--- config.mk ---
export PLATFORM = sky130hd
export DESIGN_NAME = rmf_rmii_mac
export DESIGN_NICKNAME = d
export VERILOG_FILES = /design/src/rmf_pkg.sv /design/src/rmf_rmii_mac.sv /design/src/rmf_crc32.sv
export SDC_FILE = /design/constraint.sdc
export NUM_CORES = 1
export LEC_CHECK = 0
export ABC_AREA = 1
export BUFFER_PORTS_ARGS = -buffer_cell sky130_fd_sc_hd__clkbuf_2
export CAP_MARGIN = 20
export CORE_MARGIN = 2
export CORE_UTILIZATION = 62
export DETAILED_ROUTE_END_ITERATION = 8
export PLACE_DENSITY = 0.79
export SLEW_MARGIN = 20
export SYNTH_ARGS = -nofsm -noshare
export SYNTH_HDL_FRONTEND = slang
export SYNTH_HIERARCHICAL = 1
export SYNTH_SLANG_ARGS = --single-unit
--- constraint.sdc ---
create_clock -name core_clk -period 3.05 [get_ports core_clk]
set_input_delay 0.305 -clock core_clk [delete_from_list [all_inputs] [get_ports core_clk]]
set_output_delay 0.305 -clock core_clk [all_outputs]
set_load 0.1 [all_outputs]
--- src/rmf_pkg.sv ---
package rmf_pkg;

	// Frame layout
	localparam logic [7:0]  PREAMBLE_BYTE   = 8'h55;
	localparam logic [7:0]  SFD_BYTE        = 8'h5d;
	localparam int          PREAMBLE_LEN    = 7;
	localparam int          ADDR_LEN        = 6;
	localparam int          FCS_LEN         = 4;
	localparam int          MIN_FRAME_LEN   = 64;
	localparam int          MIN_CONTENT_LEN = MIN_FRAME_LEN - FCS_LEN;
	localparam int          HDR_OVERHEAD    = 18;
	localparam logic [7:0]  PAD_BYTE        = 8'h00;
	localparam logic [7:0]  BCAST_BYTE      = 8'hff;

	// Link timing
	localparam int          SLOW_DIVIDE     = 10;
	localparam logic [3:0]  SLOW_DIV_LAST   = 4'(SLOW_DIVIDE - 1);

	// CRC-32
	localparam logic [31:0] CRC_INIT        = 32'hffffffff;
	localparam logic [31:0] CRC_POLY        = 32'hedb88320;
	localparam logic [31:0] CRC_RESIDUE     = 32'hdebb20e3;

	// Register offsets
	localparam logic [7:0]  ADDR_CTRL       = 8'h00;
	localparam logic [7:0]  ADDR_MAC_LO     = 8'h04;
	localparam logic [7:0]  ADDR_MAC_HI     = 8'h08;
	localparam logic [7:0]  ADDR_MAX_LEN    = 8'h0c;
	localparam logic [7:0]  ADDR_STATUS     = 8'h10;

	// Control fields and reset values
	localparam int          CTRL_RMII       = 0;
	localparam int          CTRL_SPEED100   = 1;
	localparam int          CTRL_PROMISC    = 2;
	localparam int          CTRL_MCAST      = 3;
	localparam int          CTRL_BCAST      = 4;
	localparam int          CTRL_KEEP_FCS   = 5;
	localparam logic [5:0]  CTRL_RESET      = 6'h03;
	localparam logic [15:0] MAX_LEN_RESET   = 16'h05ee;
	localparam logic [31:0] MAC_LO_RESET    = 32'h00000000;
	localparam logic [15:0] MAC_HI_RESET    = 16'h0000;

	// Status fields
	localparam int          ST_COLLISION    = 0;

	typedef struct packed {
		logic [7:0] data;
		logic       last;
		logic       err;
	} rmf_tx_beat_t;

	typedef struct packed {
		logic [7:0] data;
		logic       last;
		logic       good;
	} rmf_rx_beat_t;

	typedef enum logic [5:0] {
		TX_IDLE = 6'h01,
		TX_PRE  = 6'h02,
		TX_SFD  = 6'h04,
		TX_DATA = 6'h08,
		TX_PAD  = 6'h10,
		TX_FCS  = 6'h20
	} rmf_tx_state_t;

	typedef enum logic [2:0] {
		RX_HUNT  = 3'h1,
		RX_FRAME = 3'h2,
		RX_FLUSH = 3'h4
	} rmf_rx_state_t;

endpackage : rmf_pkg

--- src/rmf_rmii_mac.sv ---
// Chosen here: the register offsets and register access over APB.
`timescale 1ns/1ps
module rmf_rmii_mac (
	input  wire logic                  core_clk,
	input  wire logic                  reset,
	input  wire logic                  psel,
	input  wire logic                  penable,
	input  wire logic                  pwrite,
	input  wire logic [7:0]            paddr,
	input  wire logic [31:0]           pwdata,
	output logic      [31:0]           prdata,
	output logic                       pready,
	output logic                       pslverr,
	input  wire logic                  linkRefClock,
	input  wire logic                  carrierAndRxValid,
	input  wire logic [1:0]            rxDibit,
	input  wire logic                  rxSymbolError,
	output logic      [1:0]            txDibit,
	output logic                       txDibitValid,
	output logic                       mgmtPinsEnable,
	input  wire rmf_pkg::rmf_tx_beat_t txBeat,
	input  wire logic                  txBeatValid,
	output logic                       txBeatReady,
	output rmf_pkg::rmf_rx_beat_t      rxBeat,
	output logic                       rxBeatValid
);
	import rmf_pkg::*;

	// Registers
	logic [5:0]    ctrl_reg;
	logic [31:0]   macLo_reg;
	logic [15:0]   macHi_reg;
	logic [15:0]   maxLen_reg;
	logic          collision_reg;
	logic          badLen_reg;
	logic          badCrc_reg;
	logic [31:0]   readMux;

	// Link sampling
	logic [2:0]    refSync;
	logic [1:0]    crsSync;
	logic [1:0]    errSync;
	logic [1:0]    dibSync0;
	logic [1:0]    dibSync1;
	logic [3:0]    divCnt_reg;

	// Transmit
	rmf_tx_state_t txState_reg;
	rmf_tx_state_t loadState;
	rmf_tx_beat_t  hold_reg;
	logic          holdValid_reg;
	logic [7:0]    txShift_reg;
	logic [7:0]    loadByte;
	logic [1:0]    txDibIdx_reg;
	logic [3:0]    preCnt_reg;
	logic [1:0]    fcsIdx_reg;
	logic [10:0]   txCnt_reg;
	logic          txEnded_reg;
	logic          txErr_reg;
	logic          consume;
	logic [31:0]   txCrc;

	// Receive
	rmf_rx_state_t rxState_reg;
	logic [15:0]   rxHunt_reg;
	logic [7:0]    rxSh_reg;
	logic [1:0]    rxDibIdx_reg;
	logic [15:0]   rxCnt_reg;
	logic          rxBad_reg;
	logic          rxAccept_reg;
	logic          rxGood_reg;
	logic [2:0]    flushCnt_reg;
	logic [7:0]    dly [0:5];
	logic [5:0]    destHit;
	logic [5:0]    bcHit;
	logic [31:0]   rxCrc;

	// APB decode
	wire apbWait   = psel & penable & ~pready;
	wire apbWrite  = psel & penable & pready & pwrite;
	wire hitCtrl   = paddr == ADDR_CTRL;
	wire hitMacLo  = paddr == ADDR_MAC_LO;
	wire hitMacHi  = paddr == ADDR_MAC_HI;
	wire hitMaxLen = paddr == ADDR_MAX_LEN;
	wire hitStatus = paddr == ADDR_STATUS;
	wire mapped    = hitCtrl | hitMacLo | hitMacHi | hitMaxLen | hitStatus;
	wire linkOn    = ctrl_reg[CTRL_RMII];
	wire speed100  = ctrl_reg[CTRL_SPEED100];
	wire keepFcs   = ctrl_reg[CTRL_KEEP_FCS];
	wire [47:0] macAddr = {macHi_reg, macLo_reg};

	// Sampled link
	wire refRise = refSync[1] & ~refSync[2];
	wire refFall = ~refSync[1] & refSync[2];
	wire slowLast = divCnt_reg == SLOW_DIV_LAST;
	wire txTick  = refRise & (speed100 | slowLast);
	wire rxTick  = refFall & (speed100 | (divCnt_reg == 4'h0));
	wire crs     = crsSync[1];
	wire rxErr   = errSync[1];
	wire [1:0] rxDib = dibSync1;

	// Transmit control
	wire txActive  = txState_reg != TX_IDLE;
	wire txStart   = txTick & ~txActive & holdValid_reg & linkOn;
	wire txLoad    = txTick & txActive & (txDibIdx_reg == 2'h3);
	wire txInSrc   = (txCnt_reg >= 11'(ADDR_LEN)) && (txCnt_reg < 11'(2 * ADDR_LEN));
	wire txContent = txState_reg == TX_SFD || txState_reg == TX_DATA;
	wire txUnder   = txContent & ~txInSrc & ~txEnded_reg & ~holdValid_reg;
	wire txPadMore = txCnt_reg < 11'(MIN_CONTENT_LEN);
	wire [2:0] srcIdx = 3'(txCnt_reg - 11'(ADDR_LEN));
	wire [7:0] srcByte = macAddr[{srcIdx, 3'b000} +: 8];
	wire [1:0] fcsSel = (txState_reg == TX_FCS) ? fcsIdx_reg + 2'h1 : 2'h0;
	wire [7:0] fcsByte = txCrc[{fcsSel, 3'b000} +: 8] ^ {8{~(txErr_reg | txUnder)}};
	wire txCrcEn   = txLoad & (loadState == TX_DATA || loadState == TX_PAD);
	wire consumeNow = txLoad & consume;
	wire holdNext  = (txBeatValid & txBeatReady) | (holdValid_reg & ~consumeNow);

	// Receive control
	wire [15:0] huntNext = {rxDib, rxHunt_reg[15:2]};
	wire [7:0]  rxByteNow = {rxDib, rxSh_reg[7:2]};
	wire rxSample  = rxTick & crs & linkOn;
	wire sfdSeen   = rxSample & (rxState_reg == RX_HUNT) & (huntNext == {SFD_BYTE, PREAMBLE_BYTE});
	wire rxPush    = rxSample & (rxState_reg == RX_FRAME) & (rxDibIdx_reg == 2'h3);
	wire rxEnd     = (rxState_reg == RX_FRAME) & ((rxTick & ~crs) | ~linkOn);
	wire addrOk    = ctrl_reg[CTRL_PROMISC] | (&destHit) | (ctrl_reg[CTRL_BCAST] & (&bcHit))
		| (ctrl_reg[CTRL_MCAST] & dly[5][0]);
	wire atDecide  = rxCnt_reg == 16'(ADDR_LEN);
	wire rxEmit    = rxPush & (rxCnt_reg >= 16'(ADDR_LEN)) & (atDecide ? addrOk : rxAccept_reg);
	wire lenOk     = (rxCnt_reg >= 16'(MIN_FRAME_LEN)) & (rxCnt_reg <= maxLen_reg);
	wire crcOk     = rxCrc == CRC_RESIDUE;
	wire flushing  = rxState_reg == RX_FLUSH;
	wire flushLast = flushing & (flushCnt_reg == 3'h1);
	wire collSet   = sfdSeen & txActive;
	wire collClr   = apbWrite & hitStatus & pwdata[ST_COLLISION];

	assign readMux = hitCtrl ? {26'h0, ctrl_reg}
		: hitMacLo ? macLo_reg
		: hitMacHi ? {16'h0, macHi_reg}
		: hitMaxLen ? {16'h0, maxLen_reg}
		: hitStatus ? {27'h0, badCrc_reg, badLen_reg, ~rxState_reg[0], txActive, collision_reg}
		: 32'h0;

	// Address compare per byte
	for (genvar i = 0; i < ADDR_LEN; i++) begin : g_addr
		assign destHit[i] = dly[ADDR_LEN - 1 - i] == macAddr[8 * i +: 8];
		assign bcHit[i]   = dly[i] == BCAST_BYTE;
	end

	// Delay line holds the last six bytes
	for (genvar i = 1; i < ADDR_LEN; i++) begin : g_dly
		always_ff @(posedge core_clk) begin
			if (reset)
				dly[i] <= 8'h00;
			else if (rxPush | flushing)
				dly[i] <= dly[i - 1];
		end
	end

	always_ff @(posedge core_clk) begin
		if (reset)
			dly[0] <= 8'h00;
		else if (rxPush | flushing)
			dly[0] <= rxPush ? rxByteNow : 8'h00;
	end

	// APB slave, one wait state
	always_ff @(posedge core_clk) begin
		if (reset) begin
			pready  <= 1'b0;
			prdata  <= 32'h0;
			pslverr <= 1'b0;
		end else begin
			pready  <= apbWait;
			prdata  <= apbWait ? readMux : 32'h0;
			pslverr <= apbWait & ~mapped;
		end
	end

	always_ff @(posedge core_clk) begin
		if (reset) begin
			ctrl_reg   <= CTRL_RESET;
			macLo_reg  <= MAC_LO_RESET;
			macHi_reg  <= MAC_HI_RESET;
			maxLen_reg <= MAX_LEN_RESET;
		end else if (apbWrite) begin
			if (hitCtrl)
				ctrl_reg <= pwdata[5:0];
			if (hitMacLo)
				macLo_reg <= pwdata;
			if (hitMacHi)
				macHi_reg <= pwdata[15:0];
			if (hitMaxLen)
				maxLen_reg <= pwdata[15:0];
		end
	end

	// Status; a new collision beats the clear
	always_ff @(posedge core_clk) begin
		if (reset) begin
			collision_reg  <= 1'b0;
			mgmtPinsEnable <= 1'b0;
		end else begin
			collision_reg  <= collSet | (collision_reg & ~collClr);
			mgmtPinsEnable <= ~linkOn;
		end
	end

	// Synchronisers and reference clock divider
	always_ff @(posedge core_clk) begin
		if (reset) begin
			refSync  <= 3'h0;
			crsSync  <= 2'h0;
			errSync  <= 2'h0;
			dibSync0 <= 2'h0;
			dibSync1 <= 2'h0;
		end else begin
			refSync  <= {refSync[1:0], linkRefClock};
			crsSync  <= {crsSync[0], carrierAndRxValid};
			errSync  <= {errSync[0], rxSymbolError};
			dibSync0 <= rxDibit;
			dibSync1 <= dibSync0;
		end
	end

	always_ff @(posedge core_clk) begin
		if (reset)
			divCnt_reg <= 4'h0;
		else if (refRise)
			divCnt_reg <= (speed100 | slowLast) ? 4'h0 : divCnt_reg + 4'h1;
	end

	// Next byte to send
	always_comb begin
		loadState = txState_reg;
		loadByte  = PAD_BYTE;
		consume   = 1'b0;
		unique case (txState_reg)
			TX_IDLE: loadState = TX_IDLE;
			TX_PRE: begin
				loadState = (preCnt_reg == 4'(PREAMBLE_LEN)) ? TX_SFD : TX_PRE;
				loadByte  = (preCnt_reg == 4'(PREAMBLE_LEN)) ? SFD_BYTE : PREAMBLE_BYTE;
			end
			TX_SFD, TX_DATA: begin
				if (txInSrc) begin
					loadState = TX_DATA;
					loadByte  = srcByte;
				end else if (!txEnded_reg && holdValid_reg) begin
					loadState = TX_DATA;
					loadByte  = hold_reg.data;
					consume   = 1'b1;
				end else if (txPadMore) begin
					loadState = TX_PAD;
				end else begin
					loadState = TX_FCS;
					loadByte  = fcsByte;
				end
			end
			TX_PAD: begin
				loadState = txPadMore ? TX_PAD : TX_FCS;
				loadByte  = txPadMore ? PAD_BYTE : fcsByte;
			end
			TX_FCS: begin
				loadState = (fcsIdx_reg == 2'(FCS_LEN - 1)) ? TX_IDLE : TX_FCS;
				loadByte  = fcsByte;
			end
			default: loadState = TX_IDLE;
		endcase
	end

	// Transmit holding register
	always_ff @(posedge core_clk) begin
		if (reset) begin
			hold_reg      <= '0;
			holdValid_reg <= 1'b0;
			txBeatReady   <= 1'b0;
		end else begin
			if (txBeatValid & txBeatReady)
				hold_reg <= txBeat;
			holdValid_reg <= holdNext;
			txBeatReady   <= ~holdNext;
		end
	end

	// Transmit sequencer, advances on reference edges
	always_ff @(posedge core_clk) begin
		if (reset) begin
			txState_reg  <= TX_IDLE;
			txShift_reg  <= 8'h00;
			txDibIdx_reg <= 2'h0;
			preCnt_reg   <= 4'h0;
			fcsIdx_reg   <= 2'h0;
			txCnt_reg    <= 11'h000;
			txEnded_reg  <= 1'b0;
			txErr_reg    <= 1'b0;
		end else if (txStart) begin
			txState_reg  <= TX_PRE;
			txShift_reg  <= PREAMBLE_BYTE;
			txDibIdx_reg <= 2'h0;
			preCnt_reg   <= 4'h1;
			fcsIdx_reg   <= 2'h0;
			txCnt_reg    <= 11'h000;
			txEnded_reg  <= 1'b0;
			txErr_reg    <= 1'b0;
		end else if (!linkOn) begin
			txState_reg <= TX_IDLE;
		end else if (txTick & txActive) begin
			txDibIdx_reg <= txDibIdx_reg + 2'h1;
			txShift_reg  <= txLoad ? loadByte : {2'h0, txShift_reg[7:2]};
			if (txLoad) begin
				txState_reg <= loadState;
				preCnt_reg  <= preCnt_reg + 4'h1;
				if (txCrcEn)
					txCnt_reg <= txCnt_reg + 11'h001;
				if (txState_reg == TX_FCS)
					fcsIdx_reg <= fcsIdx_reg + 2'h1;
				if (consume)
					txEnded_reg <= hold_reg.last;
				txErr_reg <= txErr_reg | txUnder | (consume & hold_reg.err);
			end
		end
	end

	// Pin drive, on reference edges or while the link is off
	always_ff @(posedge core_clk) begin
		if (reset) begin
			txDibitValid <= 1'b0;
			txDibit      <= 2'h0;
		end else if (txTick | ~linkOn) begin
			txDibitValid <= txActive & linkOn;
			txDibit      <= (txActive & linkOn) ? txShift_reg[1:0] : 2'h0;
		end
	end

	rmf_crc32 u_txCrc (
		.core_clk (core_clk),
		.reset    (reset),
		.init     (txStart),
		.enable   (txCrcEn),
		.dataByte (loadByte),
		.crc      (txCrc)
	);

	// Receive framing
	always_ff @(posedge core_clk) begin
		if (reset) begin
			rxState_reg  <= RX_HUNT;
			rxHunt_reg   <= 16'h0;
			rxSh_reg     <= 8'h00;
			rxDibIdx_reg <= 2'h0;
			rxCnt_reg    <= 16'h0;
			rxBad_reg    <= 1'b0;
			rxAccept_reg <= 1'b0;
			rxGood_reg   <= 1'b0;
			flushCnt_reg <= 3'h0;
			badLen_reg   <= 1'b0;
			badCrc_reg   <= 1'b0;
		end else begin
			if (rxTick & ~crs)
				rxHunt_reg <= 16'h0;
			else if (rxSample)
				rxHunt_reg <= huntNext;
			if (sfdSeen) begin
				rxState_reg  <= RX_FRAME;
				rxDibIdx_reg <= 2'h0;
				rxCnt_reg    <= 16'h0;
				rxBad_reg    <= 1'b0;
				rxAccept_reg <= 1'b0;
			end else if (rxEnd) begin
				rxGood_reg   <= lenOk & crcOk & ~rxBad_reg;
				badLen_reg   <= ~lenOk;
				badCrc_reg   <= ~crcOk;
				flushCnt_reg <= keepFcs ? 3'(ADDR_LEN) : 3'(ADDR_LEN - FCS_LEN);
				rxState_reg  <= (rxAccept_reg & linkOn) ? RX_FLUSH : RX_HUNT;
			end else if (flushing) begin
				flushCnt_reg <= flushCnt_reg - 3'h1;
				if (flushLast)
					rxState_reg <= RX_HUNT;
			end else if (rxSample & (rxState_reg == RX_FRAME)) begin
				rxSh_reg     <= rxByteNow;
				rxDibIdx_reg <= rxDibIdx_reg + 2'h1;
				if (rxErr)
					rxBad_reg <= 1'b1;
				if (rxPush && rxCnt_reg != 16'hffff)
					rxCnt_reg <= rxCnt_reg + 16'h1;
				if (rxPush && atDecide)
					rxAccept_reg <= addrOk;
			end
		end
	end

	// Receive stream out
	always_ff @(posedge core_clk) begin
		if (reset) begin
			rxBeatValid <= 1'b0;
			rxBeat      <= '0;
		end else begin
			rxBeatValid <= rxEmit | flushing;
			rxBeat.data <= dly[5];
			rxBeat.last <= flushLast;
			rxBeat.good <= flushLast & rxGood_reg;
		end
	end

	rmf_crc32 u_rxCrc (
		.core_clk (core_clk),
		.reset    (reset),
		.init     (sfdSeen),
		.enable   (rxPush),
		.dataByte (rxByteNow),
		.crc      (rxCrc)
	);
endmodule : rmf_rmii_mac

--- src/rmf_crc32.sv ---
`timescale 1ns/1ps
module rmf_crc32 (
	input  wire logic        core_clk,
	input  wire logic        reset,
	input  wire logic        init,
	input  wire logic        enable,
	input  wire logic [7:0]  dataByte,
	output logic      [31:0] crc
);
	import rmf_pkg::*;

	logic [31:0] crc_next;

	// Reflected byte-wise update, lsb first
	always_comb begin
		crc_next = crc;
		for (int i = 0; i < 8; i++) begin
			crc_next = (crc_next >> 1) ^ ((crc_next[0] ^ dataByte[i]) ? CRC_POLY : 32'h00000000);
		end
	end

	always_ff @(posedge core_clk) begin
		if (reset || init)
			crc <= CRC_INIT;
		else if (enable)
			crc <= crc_next;
	end

endmodule : rmf_crc32

## Word level (Yosys, flattened, before mapping)

Memories as Yosys holds them, arrays and structs flattened.
Cells that the tools add are included.

- Bits in latches: 0
- Bits of input ports: 61
- Memory bits (writable): 48
- Memory bits (read-only): 0
- Register bits after elaboration: 299
- Word-level logic and storage cells: 352
- Memories kept: 1

Memories:

| memory | depth | bits a word | rd ports | clocked after memory_dff | write ports | RTL line | text |
|---|---|---|---|---|---|---|---|
| dly | 6 | 8 | 6 | 0 | 6 | rmf_rmii_mac.sv:73 | `logic [7:0] dly [0:5];` |

- Muxes and demuxes: 71
- Bitwise logic cells: 123
- Multipliers: 0
- Reduce and logical (&&, ||, !) cells: 49
- Shifts and indexed selects: 2
- $lt $le $gt $ge: 6
- Equality and inequality tests: 39
- Divide/modulo/power cells: 0
- Add/sub/neg operators: 9

Operators by type and width:

| kind | count |
|---|---|
| 32-bit 2-to-1 mux | 17 |
| 31-bit by 32-bit XOR with 32-bit output | 16 |
| 8-bit 2-to-1 mux | 11 |
| 8-bit == test | 6 |
| 8-bit == test, second input constant | 6 |
| 48-bit by 7-bit variable part select with 8-bit output | 1 |
| 1-bit AND | 45 |
| 32-bit == test, second input constant | 1 |
| 16-bit 2-to-1 mux | 2 |
| 8-bit case mux with 4 select lines | 1 |
| 32-bit by 6-bit variable part select with 8-bit output | 1 |
| 6-bit 2-to-1 mux | 5 |
| 4-bit AND reduction | 7 |
| 3-bit 2-to-1 mux | 8 |
| 6-bit case mux with 4 select lines | 1 |
| 2-bit AND reduction | 12 |
| 1-bit OR | 23 |
| 1-bit NOT | 22 |
| 7-bit 2-to-1 mux | 3 |
| 16-bit by 1-bit adder with 16-bit output, second input constant | 1 |
| 16-bit by 15-bit == test with 1-bit output, second input constant | 1 |
| 16-bit by 3-bit == test with 1-bit output, second input constant | 1 |
| 8-bit by 4-bit == test with 1-bit output, second input constant | 2 |
| 16-bit by 3-bit greater-or-equal comparator with 1-bit output, second input constant | 1 |
| other kinds (43) | 105 |

## Logic depth before layout (Yosys ltp)

- Depth after elaboration: 37
- Depth in mapped cells: 29

## By module

Netlist, hierarchy kept.

By module, submodules not included:

| module | seq. area each (µm²) | area each (µm²) | cells each | times used |
|---|---|---|---|---|
| rmf_rmii_mac | 6065.8 | 13809.5 | 1865 | 1 |
| rmf_crc32 | 640.6 | 2342.2 | 364 | 2 |

## Worst setup path after synthesis

OpenSTA, ideal clock, no wires.

- Kind: flip-flop to flip-flop
- Start point: register txCnt_reg[0]
- End point: register u_txCrc.crc[19]
- Setup slack: 325 ps
- Arrival: 2611 ps
- Data required time: 2935 ps
- Cell stages (with the launch flop): 29
- Setup time: 115 ps
- Clock period less this slack: 2725 ps
- Cell sequence: dfxtp_1 inv_1 buf_1 ha_1 nand2_1 inv_1 nand3_1 nand2_1 nand2_2 inv_1 buf_2 nand2_1 nor2_1 nor2_1 nand2_1 nand2_1 inv_1 nand2_1 nand2_1 buf_6 nand2_1 nand2_1 inv_1 nand2_1 nand2_1 inv_1 nand2_1 nand3_1 nand2_1

- Word-level cells in the longest chain between the ends: 25
- Elaborated cells on any way between the ends: 47
- Classes of those cells: add/sub (1); order compare (3); eq/ne (2); shift (1); mux (15); bitwise (23); reduce/logical (2)

Ends and longest elaborated chain:

| element | RTL line | text |
|---|---|---|
| from (decl) | rmf_rmii_mac.sv:57 | `logic [10:0] txCnt_reg;` |
| from (signal assigned) | rmf_rmii_mac.sv:313 | `txCnt_reg <= txCnt_reg + 11'h001;` |
| 11-bit by 3-bit greater-or-equal comparator with 1-bit output / 11-bit by 4-bit < comparator with 1-bit output (equally long branches) | rmf_rmii_mac.sv:106 | `wire txInSrc = (txCnt_reg >= 11'(ADDR_LEN)) && (txCnt_reg < 11'(2 * ADDR_LEN));` |
| 1-bit logical AND | rmf_rmii_mac.sv:106 |  |
| 1-bit NOT | rmf_rmii_mac.sv:108 | `wire txUnder = txContent & ~txInSrc & ~txEnded_reg & ~holdValid_reg;` |
| 1-bit AND (3 in a row) | rmf_rmii_mac.sv:108 |  |
| 1-bit OR | rmf_rmii_mac.sv:113 | `wire [7:0] fcsByte = txCrc[{fcsSel, 3'b000} +: 8] ^ {8{~(txErr_reg \| txUnder)}};` |
| 1-bit NOT | rmf_rmii_mac.sv:113 |  |
| 8-bit XOR | rmf_rmii_mac.sv:113 |  |
| 8-bit 2-to-1 mux | rmf_rmii_mac.sv:251, rmf_rmii_mac.sv:260 |  |
| [2 not listed] | -- |  |
| 8-bit case mux with 4 select lines * | rmf_rmii_mac.sv:237 | `unique case (txState_reg)` |
| via loadByte[0] | rmf_rmii_mac.sv:53 | `logic [7:0] loadByte;` |
| 1-bit XOR * | rmf_crc32.sv:18 | `crc_next = (crc_next >> 1) ^ ((crc_next[0] ^ dataByte[i]) ? CRC_POLY : 32'h00000000);` |
| 32-bit 2-to-1 mux * | rmf_crc32.sv:18 |  |
| 31-bit by 32-bit XOR with 32-bit output * (6 in a row) | rmf_crc32.sv:18 |  |
| 1-bit XOR | rmf_crc32.sv:18 |  |
| 32-bit 2-to-1 mux | rmf_crc32.sv:18 |  |
| 31-bit by 32-bit XOR with 32-bit output * (2 in a row) | rmf_crc32.sv:18 |  |
| to (signal assigned) | rmf_crc32.sv:26 | `crc <= crc_next;` |
| to (decl) | rmf_crc32.sv:8 | `output logic [31:0] crc` |

The timed path passes the listed nets; every way through them passes the cells marked *.
A chain may end at the register's enable or synchronous reset.

## Final worst setup path

- Start point: register txState_reg[1]
- End point: register u_txCrc.crc[20]

- Elaborated cells on any way between the ends: 52
- Classes of those cells: eq/ne (8); shift (1); mux (12); bitwise (27); reduce/logical (4)

RTL lines:

| element | RTL line | text |
|---|---|---|
| from (decl) | rmf_rmii_mac.sv:48 | `rmf_tx_state_t txState_reg;` |
| from (signal assigned) | rmf_rmii_mac.sv:310 | `txState_reg <= loadState;` |
| branches (longest 11 deep; another with 32-bit by 6-bit variable part select with 8-bit output) | -- |  |
| 8-bit case mux with 4 select lines * | rmf_rmii_mac.sv:237 |  |
| via loadByte[4] | rmf_rmii_mac.sv:53 |  |
| 1-bit XOR * | rmf_crc32.sv:18 |  |
| 32-bit 2-to-1 mux * | rmf_crc32.sv:18 |  |
| 31-bit by 32-bit XOR with 32-bit output * (4 in a row) | rmf_crc32.sv:18 |  |

Mark *: on every way through the listed nets, which the timed path passes.

==> qor.txt <==
die area = 31200 sq um
Max clock buf depth = 3
routed length per instance = 16.8 microns
Hold Path Class = primary input to flip-flop
Setup Crit Path Kind = flip-flop to flip-flop
top cell type by total area after synthesis = dfxtp_1
synthesized area = 18500 sq um
share of the synthesized area in the top cell type = 0.319
DRT antenna net count = 0
multiplexer area fraction after synthesis = 0
final hold vios = 0
cts bufs inserted = 38
Crit Path Max Fanout = 8
Synth Area in Simple Gates = 0.294
First DRT Iteration DRCs = 1912
Net count, final = 2807
Setup-failing EPs final = 0
drt total wl = 52800 microns
flip-flop and latch count after synthesis = 343
Post-Synth Adder-Cell Area = 0.0203
gr ovfl total = 0
final period utilization = 0.936
core area = 29500 sq um
Data required, critical path = 3470 ps
first-pass GRT wire length = 83500 microns
Leak = 9.67 nW
DR vias = 17700
Post-Synth XOR/XNOR Area = 0.0501
Max Slew Vio Count = 0
status = completed
Setup WS pre-CTS = 129 ps
die height = 177 microns
overall global routing resource usage = 0.332
synth top area cells = dfxtp_1, nand2_1, edfxtp_1
Mapped Avg Cell Area = 7.13 sq um
clock-pin slew on the worst setup and hold paths = 60 ps
Ports = 111
syn nets = 2684
worst skew pair latency = 530 ps
Slew headroom = 0.469
CTS tree = done
Worst-Margin Slew = 796 ps
Die W = 177 microns
via/cell ratio = 5.65
TritonCTS Sinks = 343
Starting Density = 0.627
std cell rows = 63
root buffer cell = clkbuf_16
Max Cap Viol = 0
max reg flops = 48
most instantiated cells after synthesis = nand2_1, inv_1, dfxtp_1, nor2_1, a21oi_1
FMAX = 350 MHz
most frequent cell after synthesis = nand2_1
area growth from synthesis to layout = 13.8%
met2 WL post-DR = 23400 microns
Synth Flop Type = dfxtp_1
hpwl dp = 38400 microns
metal3 WL = 4890 microns
CP arrival = 3270 ps
DR DRC count = 0
FFs w/ async S/R, synth = 0
layout cells sized above 1 = 0.140
largest net degree at the start of global routing = 54
H-tree Lvls = 2
vias in the first global route = 16100
Crit. End Element = flip-flop
Final Util = 0.714
M1 wire length = 23000 microns
count of input and output buffers = 110
sequential cell area fraction in the yosys report = 0.397
n_diodes = 0
Syn Inst Count = 2593
pwr dens = 472 nW/um^2
initial antenna violation count = 0
GP Congestion = 0.946
skew final = 19.3 ps
final worst slack = 195 ps
largest family of logic cells by synthesized area = simple AND/OR/NAND/NOR gates
Period minus WS final = 2850 ps
yosys warns = 6
Pre-antenna DRT Iters = 6
Distinct cells, synth = 59
top sig layer = met4
EDFF count, synth = 48
post-synthesis compound-gate area fraction = 0.138
VDD IR max = 503 uV
Top reg by flops = dly
Setup crit start kind = flip-flop
metal layers:
| metal | track usage | vias to the layer above |
|---|---|---|
| li1 | - | 8641 |
| met1 | 0.475 | 8133 |
| met2 | 0.521 | 812 |
| met3 | 0.0490 | 119 |
| met4 | 0.0985 | 0 |
| met5 | 0 | - |
logic make-up after synthesis:
| kind of cell | after synthesis |
|---|---|
| adders and majority gates | 30 |
| xor gates and xnor gates | 93 |
| AOI/OAI and AO/OA | 457 |
| and+or+nand+nor | 1204 |
| DFF | 343 |
| buffers and inverters | 466 |
worst max-delay path, stage by stage, from the launching register on:
cell	delay, ps
dfxtp_1	360
nor2_4	150
nand2_4	80
nor2_8	250
buf_6	170
buf_4	120
nand3_1	80
nand2_1	80
nand2_1	40
nand2_1	90
nand2_1	80
nand3_1	80
nand2_1	50
nand2_1	80
nand2_1	70
inv_1	50
nand2_1	80
nand2_4	200
inv_6	70
nand2_1	80
nand3_1	80
nand2_1	140
nand2_1	100
nand3_1	100
nand3_1	60
layout by cell type, fill, tap and decap left out, drive strengths merged, types with 5 or more instances in the layout:
| cell | netlist | final |
|---|---|---|
| xor2 | 66 | 66 |
| o21ai | 147 | 147 |
| clkbuf | 48 | 167 |
| clkinv | 4 | 9 |
| o221ai | 11 | 11 |
| nand4 | 54 | 54 |
| inv | 371 | 374 |
| xnor2 | 27 | 27 |
| o211ai | 30 | 30 |
| buf | 43 | 58 |
| or2 | 16 | 16 |
| nand2 | 652 | 652 |
| dfxtp | 295 | 295 |
| nand3 | 175 | 175 |
| nor4 | 17 | 17 |
| a221oi | 13 | 13 |
| a21oi | 237 | 237 |
| nor3 | 34 | 34 |
| nor2 | 249 | 249 |
| ha | 30 | 30 |
| bufinv | 0 | 5 |
| edfxtp | 48 | 48 |
| dlygate4sd3 | 0 | 5 |
report_power, final:
part / total [mW] / switching (mW) / internal [mW]
Clock: 4.84 / 1.91 / 2.93
Combinational: 0.398 / 0.284 / 0.114
Sequential: 4.70 / 0.0554 / 4.64
Total: 9.93 / 2.25 / 7.69
area by class of cell:
class                      count  area [sq um]
clock inverter                14           220
sequential                   343          7350
clock buffer                  56          1090
timing repair buffer         174          1080
multi-input combinational   1784          9390
fill                        2451          8440
inverter                     375          1430
tap                          390           488
timing repair:
action,4_1_cts,5_1_grt
gates resized for setup,0,25
hold endpoints to repair,5,0
hold buffers,5,0
endpoints found under the setup margin,0,20
buffers inserted,0,13
per-stage QoR:
step / total power, mW / TNS, ps / hold slack [ps] / instance area [sq um] / cells
finish: 9.93 / 0 / 50.5 / 21000 / 3136
global route: 10.2 / -44.8 / 60.7 / 21000 / 3136
CTS: 9.98 / 0 / 37.7 / 20800 / 3123
detailed placement: 5.18 / 0 / 401 / 19500 / 3048
global placement: 5.17 / 0 / 392 / 19500 / 3048
floorplan: 5.03 / 0 / 388 / 18500 / 2593
worst paths after layout:
check        cells after the start      startpoint               to  slack [ps]
max                             24  txState_reg[1]  u_txCrc/crc[20]         200
min                              3       txBeat[9]      hold_reg[9]          50
max reg2reg                     24  txState_reg[1]  u_txCrc/crc[20]         200
min reg2reg                      2     dibSync0[0]      dibSync1[0]         400
(Power assumes the default switching activity.)
